<file path="src/smsp_pkg.sv">
// Constants and carrier types for the master/slave serial port.
// Assumes a single 100 MHz system clock shared by all users of the package.
package smsp_pkg;

	// Register offsets on the CPU data space
	localparam logic [7:0] SMSP_CTRL_OFS = 8'h4c;
	localparam logic [7:0] SMSP_STAT_OFS = 8'h4d;
	localparam logic [7:0] SMSP_DATA_OFS = 8'h4e;

	// Control register fields
	localparam int CTRL_IRQ_EN   = 7;
	localparam int CTRL_ENABLE   = 6;
	localparam int CTRL_LSB      = 5;
	localparam int CTRL_MASTER   = 4;
	localparam int CTRL_CPOL     = 3;
	localparam int CTRL_CPHA     = 2;
	localparam int CTRL_RATE_HI  = 1;
	localparam int CTRL_RATE_LO  = 0;

	// Status register fields
	localparam int STAT_DONE     = 7;
	localparam int STAT_WCOL     = 6;
	localparam int STAT_DBL      = 0;

	localparam logic [7:0] SMSP_CTRL_RST = 8'h00;
	localparam logic [7:0] SMSP_STAT_RST = 8'h00;
	localparam logic [7:0] SMSP_DATA_RST = 8'h00;

	// SCK half periods in system clocks, indexed by {double, rate}
	localparam logic [6:0] HALF_DIV4   = 7'h02;
	localparam logic [6:0] HALF_DIV16  = 7'h08;
	localparam logic [6:0] HALF_DIV64  = 7'h20;
	localparam logic [6:0] HALF_DIV128 = 7'h40;
	localparam logic [6:0] HALF_DIV2   = 7'h01;
	localparam logic [6:0] HALF_DIV8   = 7'h04;
	localparam logic [6:0] HALF_DIV32  = 7'h10;

	// Last SCK edge index of a master byte, and bits per byte
	localparam logic [3:0] LAST_EDGE   = 4'hf;
	localparam logic [3:0] BITS_BYTE   = 4'h8;

	localparam int FIFO_DEPTH_DEF = 16;

	typedef struct packed {
		logic [7:0] addr;
		logic       wr;
		logic       rd;
		logic [7:0] wdata;
	} smsp_cpu_req_t;

	typedef struct packed {
		logic i;
		logic o;
		logic oe;
	} smsp_pin_t;

endpackage : smsp_pkg

</file>
<file path="src/smsp_fifo.sv">
// Synchronous FIFO with valid/ready on both sides.
// Assumes both sides run on the same clock and reset.
`timescale 1ns/10ps
module smsp_fifo #(
	parameter int WIDTH = 8,
	parameter int DEPTH = 16
) (
	input  wire logic             clk,
	input  wire logic             nrst,
	input  wire logic             in_valid,
	output logic                  in_ready,
	input  wire logic [WIDTH-1:0] in_data,
	output logic                  out_valid,
	input  wire logic             out_ready,
	output logic [WIDTH-1:0]      out_data
);
	localparam int AW = (DEPTH > 1) ? $clog2(DEPTH) : 1;

	initial begin
		if (DEPTH < 2 || (DEPTH & (DEPTH - 1)) != 0)
			$error("smsp_fifo: DEPTH must be a power of two >= 2");
	end

	logic [WIDTH-1:0] mem [DEPTH];
	logic [AW-1:0]    wr_ptr_q;
	logic [AW-1:0]    rd_ptr_q;
	logic [AW:0]      count_q;
	logic             push;
	logic             pop;

	assign in_ready  = (count_q < (AW+1)'(DEPTH));
	assign out_valid = (count_q != '0);
	assign out_data  = mem[rd_ptr_q];
	assign push      = in_valid && in_ready;
	assign pop       = out_valid && out_ready;

	always_ff @(posedge clk) begin
		if (push)
			mem[wr_ptr_q] <= in_data;
	end

	always_ff @(posedge clk or negedge nrst) begin
		if (!nrst) begin
			wr_ptr_q <= '0;
			rd_ptr_q <= '0;
			count_q  <= '0;
		end else begin
			if (push)
				wr_ptr_q <= wr_ptr_q + 1'b1;
			if (pop)
				rd_ptr_q <= rd_ptr_q + 1'b1;
			if (push && !pop)
				count_q <= count_q + 1'b1;
			else if (pop && !push)
				count_q <= count_q - 1'b1;
		end
	end

endmodule : smsp_fifo

</file>
<file path="src/smsp_port.sv">
// Byte-oriented serial port, master or slave, with three CPU registers.
// Assumes pin inputs synchronous to clk and a simple CPU strobe bus.
//
// Summary of operation
// - Slave active only while select low
// - Select high resets slave shift logic
// - Select output in master is plain GPIO
// - Select low in master forces slave role when select is an input
// - Forced slave switch sets transfer-complete flag
// - Mode number maps to polarity and phase
// - Polarity bit sets SCK idle level
// - Phase bit picks sample or setup edge
// - Port idle unless enable bit set
// - Bit-order bit selects LSB or MSB first
// - Master SCK divider from three rate bits
// - Rate bits ignored in slave role
// - Byte done sets flag, may raise interrupt
// - Flag cleared by vector or status-data sequence
// - Data write while busy sets collision
// - Status-data sequence clears collision and done
// - Data write starts; read gives receive buffer
// - Master shifts eight bits then stops
// - Single transmit buffer; receive via shift register, FIFO_DEPTH-entry FIFO and buffer
`timescale 1ns/10ps
module smsp_port
	import smsp_pkg::*;
#(
	parameter int FIFO_DEPTH = smsp_pkg::FIFO_DEPTH_DEF
) (
	input  wire logic                   clk,
	input  wire logic                   nrst,
	input  wire smsp_pkg::smsp_cpu_req_t cpu_req,
	output logic [7:0]                  rdata_q,
	input  wire logic                   global_irq_en,
	input  wire logic                   irq_vector_ack,
	output logic                        irq_q,
	input  wire logic                   ss_dir_out,
	input  wire logic                   ss_gpo_level,
	input  wire logic                   sck_i,
	output logic                        sck_o_q,
	output logic                        sck_oe_q,
	input  wire logic                   mosi_i,
	output logic                        mosi_o_q,
	output logic                        mosi_oe_q,
	input  wire logic                   miso_i,
	output logic                        miso_o_q,
	output logic                        miso_oe_q,
	input  wire logic                   ss_i,
	output logic                        ss_o_q,
	output logic                        ss_oe_q
);
	import smsp_pkg::*;

	initial begin
		if (FIFO_DEPTH < 2)
			$error("smsp_port: FIFO_DEPTH must be at least 2");
	end

	typedef enum logic [1:0] {
		SMSP_M_IDLE = 2'b01,
		SMSP_M_RUN  = 2'b10
	} smsp_mstate_t;

	smsp_mstate_t mstate_q;
	logic [7:0]   ctrl_q;
	logic         done_q;
	logic         wcol_q;
	logic         dbl_q;
	logic [7:0]   tx_q;
	logic [7:0]   rx_sh_q;
	logic [7:0]   rx_buf_q;
	logic [3:0]   bitcnt_q;
	logic [3:0]   edge_q;
	logic [6:0]   div_q;
	logic         out_q;
	logic         sck_prev_q;
	logic         arm_q;
	logic         start_pend_q;

	logic en, master, cpol, cpha, lsb;
	logic wr_ctrl, wr_stat, wr_data, rd_stat, rd_data, acc_data;
	logic slave_act, forced_slave, busy;
	logic tick, sck_edge, lead, sample, setup;
	logic byte_done, clr_flags;
	logic [6:0] half;
	logic [7:0] rx_next;
	logic fifo_in_ready, fifo_out_valid, fifo_out_ready;
	logic [7:0] fifo_out_data;

	assign en     = ctrl_q[CTRL_ENABLE];
	assign master = ctrl_q[CTRL_MASTER];
	assign cpol   = ctrl_q[CTRL_CPOL];
	assign cpha   = ctrl_q[CTRL_CPHA];
	assign lsb    = ctrl_q[CTRL_LSB];

	assign wr_ctrl  = cpu_req.wr && cpu_req.addr == SMSP_CTRL_OFS;
	assign wr_stat  = cpu_req.wr && cpu_req.addr == SMSP_STAT_OFS;
	assign wr_data  = cpu_req.wr && cpu_req.addr == SMSP_DATA_OFS;
	assign rd_stat  = cpu_req.rd && cpu_req.addr == SMSP_STAT_OFS;
	assign rd_data  = cpu_req.rd && cpu_req.addr == SMSP_DATA_OFS;
	assign acc_data = wr_data || rd_data;

	// Bit selected for transmission at a given count
	function automatic logic tx_bit(input logic [7:0] d, input logic [3:0] i,
		input logic lsb_first);
		logic [2:0] k;
		k = i[2:0];
		tx_bit = lsb_first ? d[k] : d[3'd7 - k];
	endfunction : tx_bit

	// Master rate select, ignored in slave role
	always_comb begin
		case ({dbl_q, ctrl_q[CTRL_RATE_HI], ctrl_q[CTRL_RATE_LO]})
			3'b000:  half = HALF_DIV4;
			3'b001:  half = HALF_DIV16;
			3'b010:  half = HALF_DIV64;
			3'b011:  half = HALF_DIV128;
			3'b100:  half = HALF_DIV2;
			3'b101:  half = HALF_DIV8;
			3'b110:  half = HALF_DIV32;
			default: half = HALF_DIV64;
		endcase
	end

	assign forced_slave = en && master && !ss_dir_out && !ss_i;
	assign slave_act    = en && !master && !ss_i;
	assign busy = (mstate_q == SMSP_M_RUN) || start_pend_q ||
		(slave_act && bitcnt_q != 4'h0);

	// Edge sources: divider in master, sampled pin in slave
	assign tick     = (mstate_q == SMSP_M_RUN) && div_q == 7'h01;
	assign sck_edge = master ? tick : (slave_act && sck_i != sck_prev_q);
	// Leading edge leaves the idle level
	assign lead   = master ? !edge_q[0] : (sck_i != cpol);
	assign sample = sck_edge && (lead ^ cpha);
	assign setup  = sck_edge && !(lead ^ cpha);

	assign rx_next = lsb ? {(master ? miso_i : mosi_i), rx_sh_q[7:1]}
		: {rx_sh_q[6:0], (master ? miso_i : mosi_i)};

	assign byte_done = master ? (tick && edge_q == LAST_EDGE)
		: (sample && bitcnt_q == BITS_BYTE - 4'h1);

	assign clr_flags = arm_q && acc_data;

	// Buffer is held between a status read with a flag set and the data access
	assign fifo_out_ready = !arm_q;

	smsp_fifo #(
		.WIDTH (8),
		.DEPTH (FIFO_DEPTH)
	) u_rx_fifo (
		.clk       (clk),
		.nrst      (nrst),
		.in_valid  (byte_done),
		.in_ready  (fifo_in_ready),
		.in_data   ((master && !cpha) ? rx_sh_q : rx_next),
		.out_valid (fifo_out_valid),
		.out_ready (fifo_out_ready),
		.out_data  (fifo_out_data)
	);

	// Control register; hardware drops master on external select
	always_ff @(posedge clk or negedge nrst) begin
		if (!nrst)
			ctrl_q <= SMSP_CTRL_RST;
		else if (wr_ctrl)
			ctrl_q <= cpu_req.wdata;
		else if (forced_slave)
			ctrl_q[CTRL_MASTER] <= 1'b0;
	end

	// Only the double-rate bit is writable in status
	always_ff @(posedge clk or negedge nrst) begin
		if (!nrst)
			dbl_q <= SMSP_STAT_RST[STAT_DBL];
		else if (wr_stat)
			dbl_q <= cpu_req.wdata[STAT_DBL];
	end

	// Done flag: hardware set wins over any clear
	always_ff @(posedge clk or negedge nrst) begin
		if (!nrst)
			done_q <= 1'b0;
		else if (byte_done || forced_slave)
			done_q <= 1'b1;
		else if (irq_vector_ack || clr_flags)
			done_q <= 1'b0;
	end

	always_ff @(posedge clk or negedge nrst) begin
		if (!nrst)
			wcol_q <= 1'b0;
		else if (wr_data && busy)
			wcol_q <= 1'b1;
		else if (clr_flags)
			wcol_q <= 1'b0;
	end

	// Status read with a flag set arms the clear
	always_ff @(posedge clk or negedge nrst) begin
		if (!nrst)
			arm_q <= 1'b0;
		else if (rd_stat)
			arm_q <= done_q || wcol_q;
		else if (acc_data)
			arm_q <= 1'b0;
	end

	always_ff @(posedge clk or negedge nrst) begin
		if (!nrst)
			tx_q <= SMSP_DATA_RST;
		else if (wr_data && !busy)
			tx_q <= cpu_req.wdata;
	end

	// Master waits for room in the receive path before starting
	always_ff @(posedge clk or negedge nrst) begin
		if (!nrst)
			start_pend_q <= 1'b0;
		else if (!en || !master || forced_slave)
			start_pend_q <= 1'b0;
		else if (wr_data && !busy)
			start_pend_q <= 1'b1;
		else if (mstate_q == SMSP_M_IDLE && fifo_in_ready)
			start_pend_q <= 1'b0;
	end

	always_ff @(posedge clk or negedge nrst) begin
		if (!nrst)
			mstate_q <= SMSP_M_IDLE;
		else begin
			case (mstate_q)
				SMSP_M_IDLE:
					if (start_pend_q && fifo_in_ready && en && master &&
						!forced_slave)
						mstate_q <= SMSP_M_RUN;
				SMSP_M_RUN:
					if (forced_slave || !en || !master || byte_done)
						mstate_q <= SMSP_M_IDLE;
				default:
					mstate_q <= SMSP_M_IDLE;
			endcase
		end
	end

	// Half-period divider and SCK edge index
	always_ff @(posedge clk or negedge nrst) begin
		if (!nrst) begin
			div_q  <= 7'h01;
			edge_q <= 4'h0;
		end else if (mstate_q != SMSP_M_RUN) begin
			div_q  <= half;
			edge_q <= 4'h0;
		end else if (tick) begin
			div_q  <= half;
			edge_q <= edge_q + 4'h1;
		end else
			div_q <= div_q - 7'h01;
	end

	// Shift logic; disable, select high in slave role or forced slave clears it
	always_ff @(posedge clk or negedge nrst) begin
		if (!nrst) begin
			bitcnt_q <= 4'h0;
			rx_sh_q  <= 8'h00;
			out_q    <= 1'b0;
		end else if (!en || (!master && ss_i) || forced_slave) begin
			bitcnt_q <= 4'h0;
			rx_sh_q  <= 8'h00;
			out_q    <= tx_bit(tx_q, 4'h0, lsb);
		end else if (mstate_q == SMSP_M_IDLE && master) begin
			bitcnt_q <= 4'h0;
			out_q    <= tx_bit(tx_q, 4'h0, lsb);
		end else if (byte_done) begin
			bitcnt_q <= 4'h0;
			rx_sh_q  <= rx_next;
			out_q    <= tx_bit(tx_q, 4'h0, lsb);
		end else begin
			if (sample) begin
				rx_sh_q  <= rx_next;
				bitcnt_q <= bitcnt_q + 4'h1;
			end
			if (setup)
				out_q <= tx_bit(tx_q, bitcnt_q, lsb);
		end
	end

	// Receive buffer keeps the last byte popped from the receive FIFO
	always_ff @(posedge clk or negedge nrst) begin
		if (!nrst)
			rx_buf_q <= SMSP_DATA_RST;
		else if (fifo_out_valid && fifo_out_ready)
			rx_buf_q <= fifo_out_data;
	end

	always_ff @(posedge clk or negedge nrst) begin
		if (!nrst)
			sck_prev_q <= 1'b0;
		else
			sck_prev_q <= sck_i;
	end

	always_ff @(posedge clk or negedge nrst) begin
		if (!nrst)
			rdata_q <= 8'h00;
		else if (cpu_req.rd) begin
			case (cpu_req.addr)
				SMSP_CTRL_OFS: rdata_q <= ctrl_q;
				SMSP_STAT_OFS: rdata_q <= {done_q, wcol_q, 5'h00, dbl_q};
				SMSP_DATA_OFS: rdata_q <= rx_buf_q;
				default:       rdata_q <= 8'h00;
			endcase
		end
	end

	always_ff @(posedge clk or negedge nrst) begin
		if (!nrst)
			irq_q <= 1'b0;
		else
			irq_q <= done_q && ctrl_q[CTRL_IRQ_EN] && global_irq_en;
	end

	// Pin drivers; slave never drives SCK, MOSI or select
	always_ff @(posedge clk or negedge nrst) begin
		if (!nrst) begin
			sck_o_q   <= 1'b0;
			sck_oe_q  <= 1'b0;
			mosi_o_q  <= 1'b0;
			mosi_oe_q <= 1'b0;
			miso_o_q  <= 1'b0;
			miso_oe_q <= 1'b0;
			ss_o_q    <= 1'b0;
			ss_oe_q   <= 1'b0;
		end else begin
			sck_o_q   <= (mstate_q == SMSP_M_RUN) ?
				(cpol ^ edge_q[0] ^ tick) : cpol;
			sck_oe_q  <= en && master && !forced_slave;
			// Setup bit leaves with its own SCK edge, not a cycle late
			mosi_o_q  <= setup ? tx_bit(tx_q, bitcnt_q, lsb) : out_q;
			mosi_oe_q <= en && master && !forced_slave;
			miso_o_q  <= out_q;
			miso_oe_q <= slave_act;
			ss_o_q    <= ss_gpo_level;
			ss_oe_q   <= en && master && ss_dir_out;
		end
	end

endmodule : smsp_port

</file>
<file path="config.mk">
export PLATFORM = sky130hd
export DESIGN_NAME = smsp_port
export DESIGN_NICKNAME = d
export VERILOG_FILES = /design/src/smsp_pkg.sv /design/src/smsp_fifo.sv /design/src/smsp_port.sv
export SDC_FILE = /design/constraint.sdc
export NUM_CORES = 1
export LEC_CHECK = 0
export ABC_AREA = 1
export BUFFER_PORTS_ARGS = -buffer_cell sky130_fd_sc_hd__buf_2
export CAP_MARGIN = 20
export CORE_UTILIZATION = 25
export CTS_CLUSTER_DIAMETER = 150
export DETAILED_ROUTE_END_ITERATION = 16
export MAX_ROUTING_LAYER = met4
export RECOVER_POWER = 100
export SYNTH_ARGS = -nofsm -noshare
export SYNTH_HDL_FRONTEND = slang
export SYNTH_SLANG_ARGS = --single-unit
</file>
<file path="constraint.sdc">
create_clock -name clk -period 3.95 [get_ports clk]
set_input_delay 0.1975 -clock clk [delete_from_list [all_inputs] [get_ports clk]]
set_output_delay 0.1975 -clock clk [all_outputs]
set_load 0.01 [all_outputs]
</file>
==> flow_summary.json <==
{
  "maxCapViolations": 1,
  "dpl.cell_count": 1484,
  "vias_per_cell": 4.45,
  "tightest_slew_ns": 2.07,
  "rr_worst_depth": 17,
  "tritoncts": "done",
  "antennaDiodeCount": 0,
  "htreeDepth": 1,
  "antenna_found_initial": 0,
  "fin_crit_sh": 0.824,
  "core_um2": 37900,
  "row_count": 71,
  "relSlewSlack": -0.383,
  "remaining_drc_errors": 0,
  "setup_tns_ns": 0,
  "grt_max_degree": 86,
  "cts_root_buffer": "clkbuf_16",
  "clkSlewWorstSetupHoldPaths_ns": 0.06,
  "synth_area_per_cell_um2": 10.1,
  "cp.required_ns": 4.32,
  "met3_usage": 0.0133,
  "cp_slowest_cell": "dfstp_1",
  "hold_violations": 0,
  "syn_inst": 958,
  "synthToLayoutAreaGrowth_pct": 14.7,
  "start_kind": "register",
  "grt_pass1_vias": 6444,
  "dp_hpwl_um": 14400,
  "rsz0062_at_grt": "no",
  "crit_path_frequent_cell": "ha_1",
  "worst-path-stages": 17,
  "gp_congestion": 0.804,
  "ctsResizeCount": 0,
  "nNetsFinal": 1056,
  "ys_warn_count": 0,
  "clkSinkCount": 213,
  "vias": 6841,
  "cts_buffer_depth": 3,
  "clock_latency_ns": 0.50,
  "syn_area_um2": 9710,
  "min_from": "cpu_req[1]",
  "cp_max_fo": 10,
  "p_leak_uw": 0.00449,
  "wl_per_cell_um": 14.6,
  "die_h_um": 199,
  "yosysUniqueCellTypes": 47,
  "hold_path_depth": 3,
  "multi_input_area_um2": 3170,
  "regToRegSetupSlack_ns": 0.70,
  "fin_crit_ns": 3.25,
  "seq_area_um2": 5970,
  "stdcell_count": 1538,
  "grt_pass1_wl_um": 35800,
  "start_util": 0.256,
  "maxSlewViolCount": 41,
  "portBuffers": 44,
  "worstSetupPathType": "reg2reg",
  "drt_iter0_drc": 453,
  "crit_chain": "ha_1 > nand2_1 > nor2_1 > nand3_1 > nand2_4 > nand3_4 > nand2_8 > nand2_4 > inv_1 > ha_1 > inv_1 > ha_1 > a21oi_1 > nor2_1 > o21ai_0 > nand3_1 > xor2_1",
  "wl_um": 22400,
  "ant_nets": 0,
  "peakVddDrop_mv": 0.273,
  "busiest_layer": "met2",
  "die_x_um": 199,
  "die_area_um2": 39600,
  "num-fill-cells": 3916,
  "grt_use_met1": 0.160,
  "setup_viol": 0,
  "gr-total-overflow": 0,
  "end_kind": "register",
  "track_usage": 0.118,
  "post_cts_buffers": 0,
  "first_pass_iters": 5,
  "drive_gt1_frac": 0.0711,
  "synthesis.nets": 1002,
  "status": "complete, but fails checks",
  "max_stage_delay_ns": 0.54,
  "worstReg2RegEnd": "u_rx_fifo.count_q[4]",
  "pin_count": 45,
  "cellPowerDensity_nw_per_um2": 549,
  "met2_usage": 0.187,
  "ys_ff_latch": 213,
  "postCtsHoldBufs": 14,
  "path_buf_inv": 2,
  "hold_path_end": "ctrl_q[1]",
  "violations": "capacitance limit, slew limit",
  "cts_buffers": 22,
  "arrival_ns": 3.63,
  "totalPowerFinal_uw": 6110,
  "min_path_type": "in2reg",
  "rr_startpoint": "div_q[0]",
  "yosysSeqAreaShare": 0.615,
  "timing.fmax_mhz": 307,
  "fin_worst_skew_ns": 0.00846,
  "path_delay_family": "simple AND/OR/NAND/NOR gates"
}
-- kinds of logic after synthesis --
group	share of synthesized area
and+or+nand+nor	0.202
buffers and inverters	0.0478
AOI/OAI and AO/OA	0.0968
muxes	0.00335
xor gates and xnor gates	0.0135
DFF	0.615
adders and majority gates	0.0214
-- synth_stat cells (all sizes together) --
cell	n	share of area
o21ai	112	0.058
buf	23	0.013
o21a	1	0.00077
a21oi	8	0.0045
clkbuf	16	0.0062
ha	15	0.019
clkinv	4	0.0015
xor2	12	0.011
inv	69	0.027
o211ai	32	0.025
xnor2	3	0.0027
nor3	5	0.0037
nand3b	2	0.0028
a31oi	2	0.0013
and3	1	0.00064
o31ai	1	0.00077
a21boi	1	0.00077
a211oi	1	0.00077
o41ai	1	0.00090
o22ai	7	0.0045
edfxtp	128	0.40
dfrtp	83	0.21
nand3	85	0.052
dfstp	2	0.0054
nor4	1	0.00064
fa	1	0.0021
nor2	137	0.057
mux2	2	0.0023
nand2	197	0.082
nand4	5	0.0032
mux2i	1	0.0010
-- placed cells by master (no fill, tap or decap), types with 3 or more instances in the layout --
master	instances
nand2_4	3
edfxtp_1	128
nand2_1	190
clkbuf_16	23
xnor2_1	3
nand3_1	83
a21oi_1	8
inv_1	68
dlygate4sd3_1	14
o22ai_1	7
nand4_1	5
nor3_1	4
xor2_1	12
buf_4	4
clkbuf_1	32
buf_2	24
clkinv_1	7
nand2_2	3
clkinv_2	3
dfrtp_1	83
o21ai_0	111
o211ai_1	32
ha_1	15
nor2_1	135
-- registers in the layout, summed over array words and instances, names as in the netlist, 5 cells and up --
register,flops
u_rx_fifo.mem,128
ctrl_q,8
rdata_q,8
rx_buf_q,8
rx_sh_q,8
tx_q,8
div_q,7
u_rx_fifo.count_q,5
-- final cells by class --
type	count	area share
sequential	213	0.536
tap	511	0.0574
clock inverter	8	0.00573
timing repair buffer	69	0.0353
clock buffer	31	0.0562
multi-input combinational	633	0.285
inverter	73	0.0246
-- how the worst max path moves through the flow --
stage	start	to	slack (ns)
final	div_q[0]	u_rx_fifo.count_q[4]	0.70
after global routing	div_q[0]	u_rx_fifo.count_q[4]	0.42
after detailed placement	bitcnt_q[0]	u_rx_fifo.count_q[4]	0.86
after global placement	div_q[0]	u_rx_fifo.count_q[4]	0.93
after floorplan	div_q[0]	u_rx_fifo.count_q[4]	1.21
after CTS	div_q[0]	u_rx_fifo.count_q[4]	0.84
-- metal layers --
metal | vias up | routed length, um | share of wire
met3 | 28 | 893 | 0.040
met4 | 0 | 391 | 0.017
met1 | 3311 | 10500 | 0.47
met5 | - | 0 | 0
met2 | 130 | 10600 | 0.47
li1 | 3372 | - | -
-- where the power goes --
| group | switching, uW | internal, uW | leakage (uW) |
|---|---|---|---|
| Clock | 845 | 1170 | 0.000336 |
| Combinational | 1040 | 490 | 0.00174 |
| Sequential | 113 | 2460 | 0.00241 |
-- worst min-delay path, stage by stage --
cell     delay [ns]
buf_2          0.07
inv_1          0.07
o21ai_0        0.16
-- metrics by stage --
| stage | utilization | setup slack, ns | hold slack [ns] | area [um2] |
|---|---|---|---|---|
| floorplan | - | 1.21 | -0.0981 | 9710 |
| CTS | 0.298 | 0.844 | 0.0116 | 11300 |
| global route | 0.294 | 0.417 | 0.0559 | 11100 |
| detailed placement | 0.276 | 0.858 | 0.311 | 10500 |
| finish | 0.294 | 0.697 | 0.0481 | 11100 |
| global placement | 0.276 | 0.929 | 0.308 | 10500 |
Note: power is estimated with default switching activity, not from simulation.
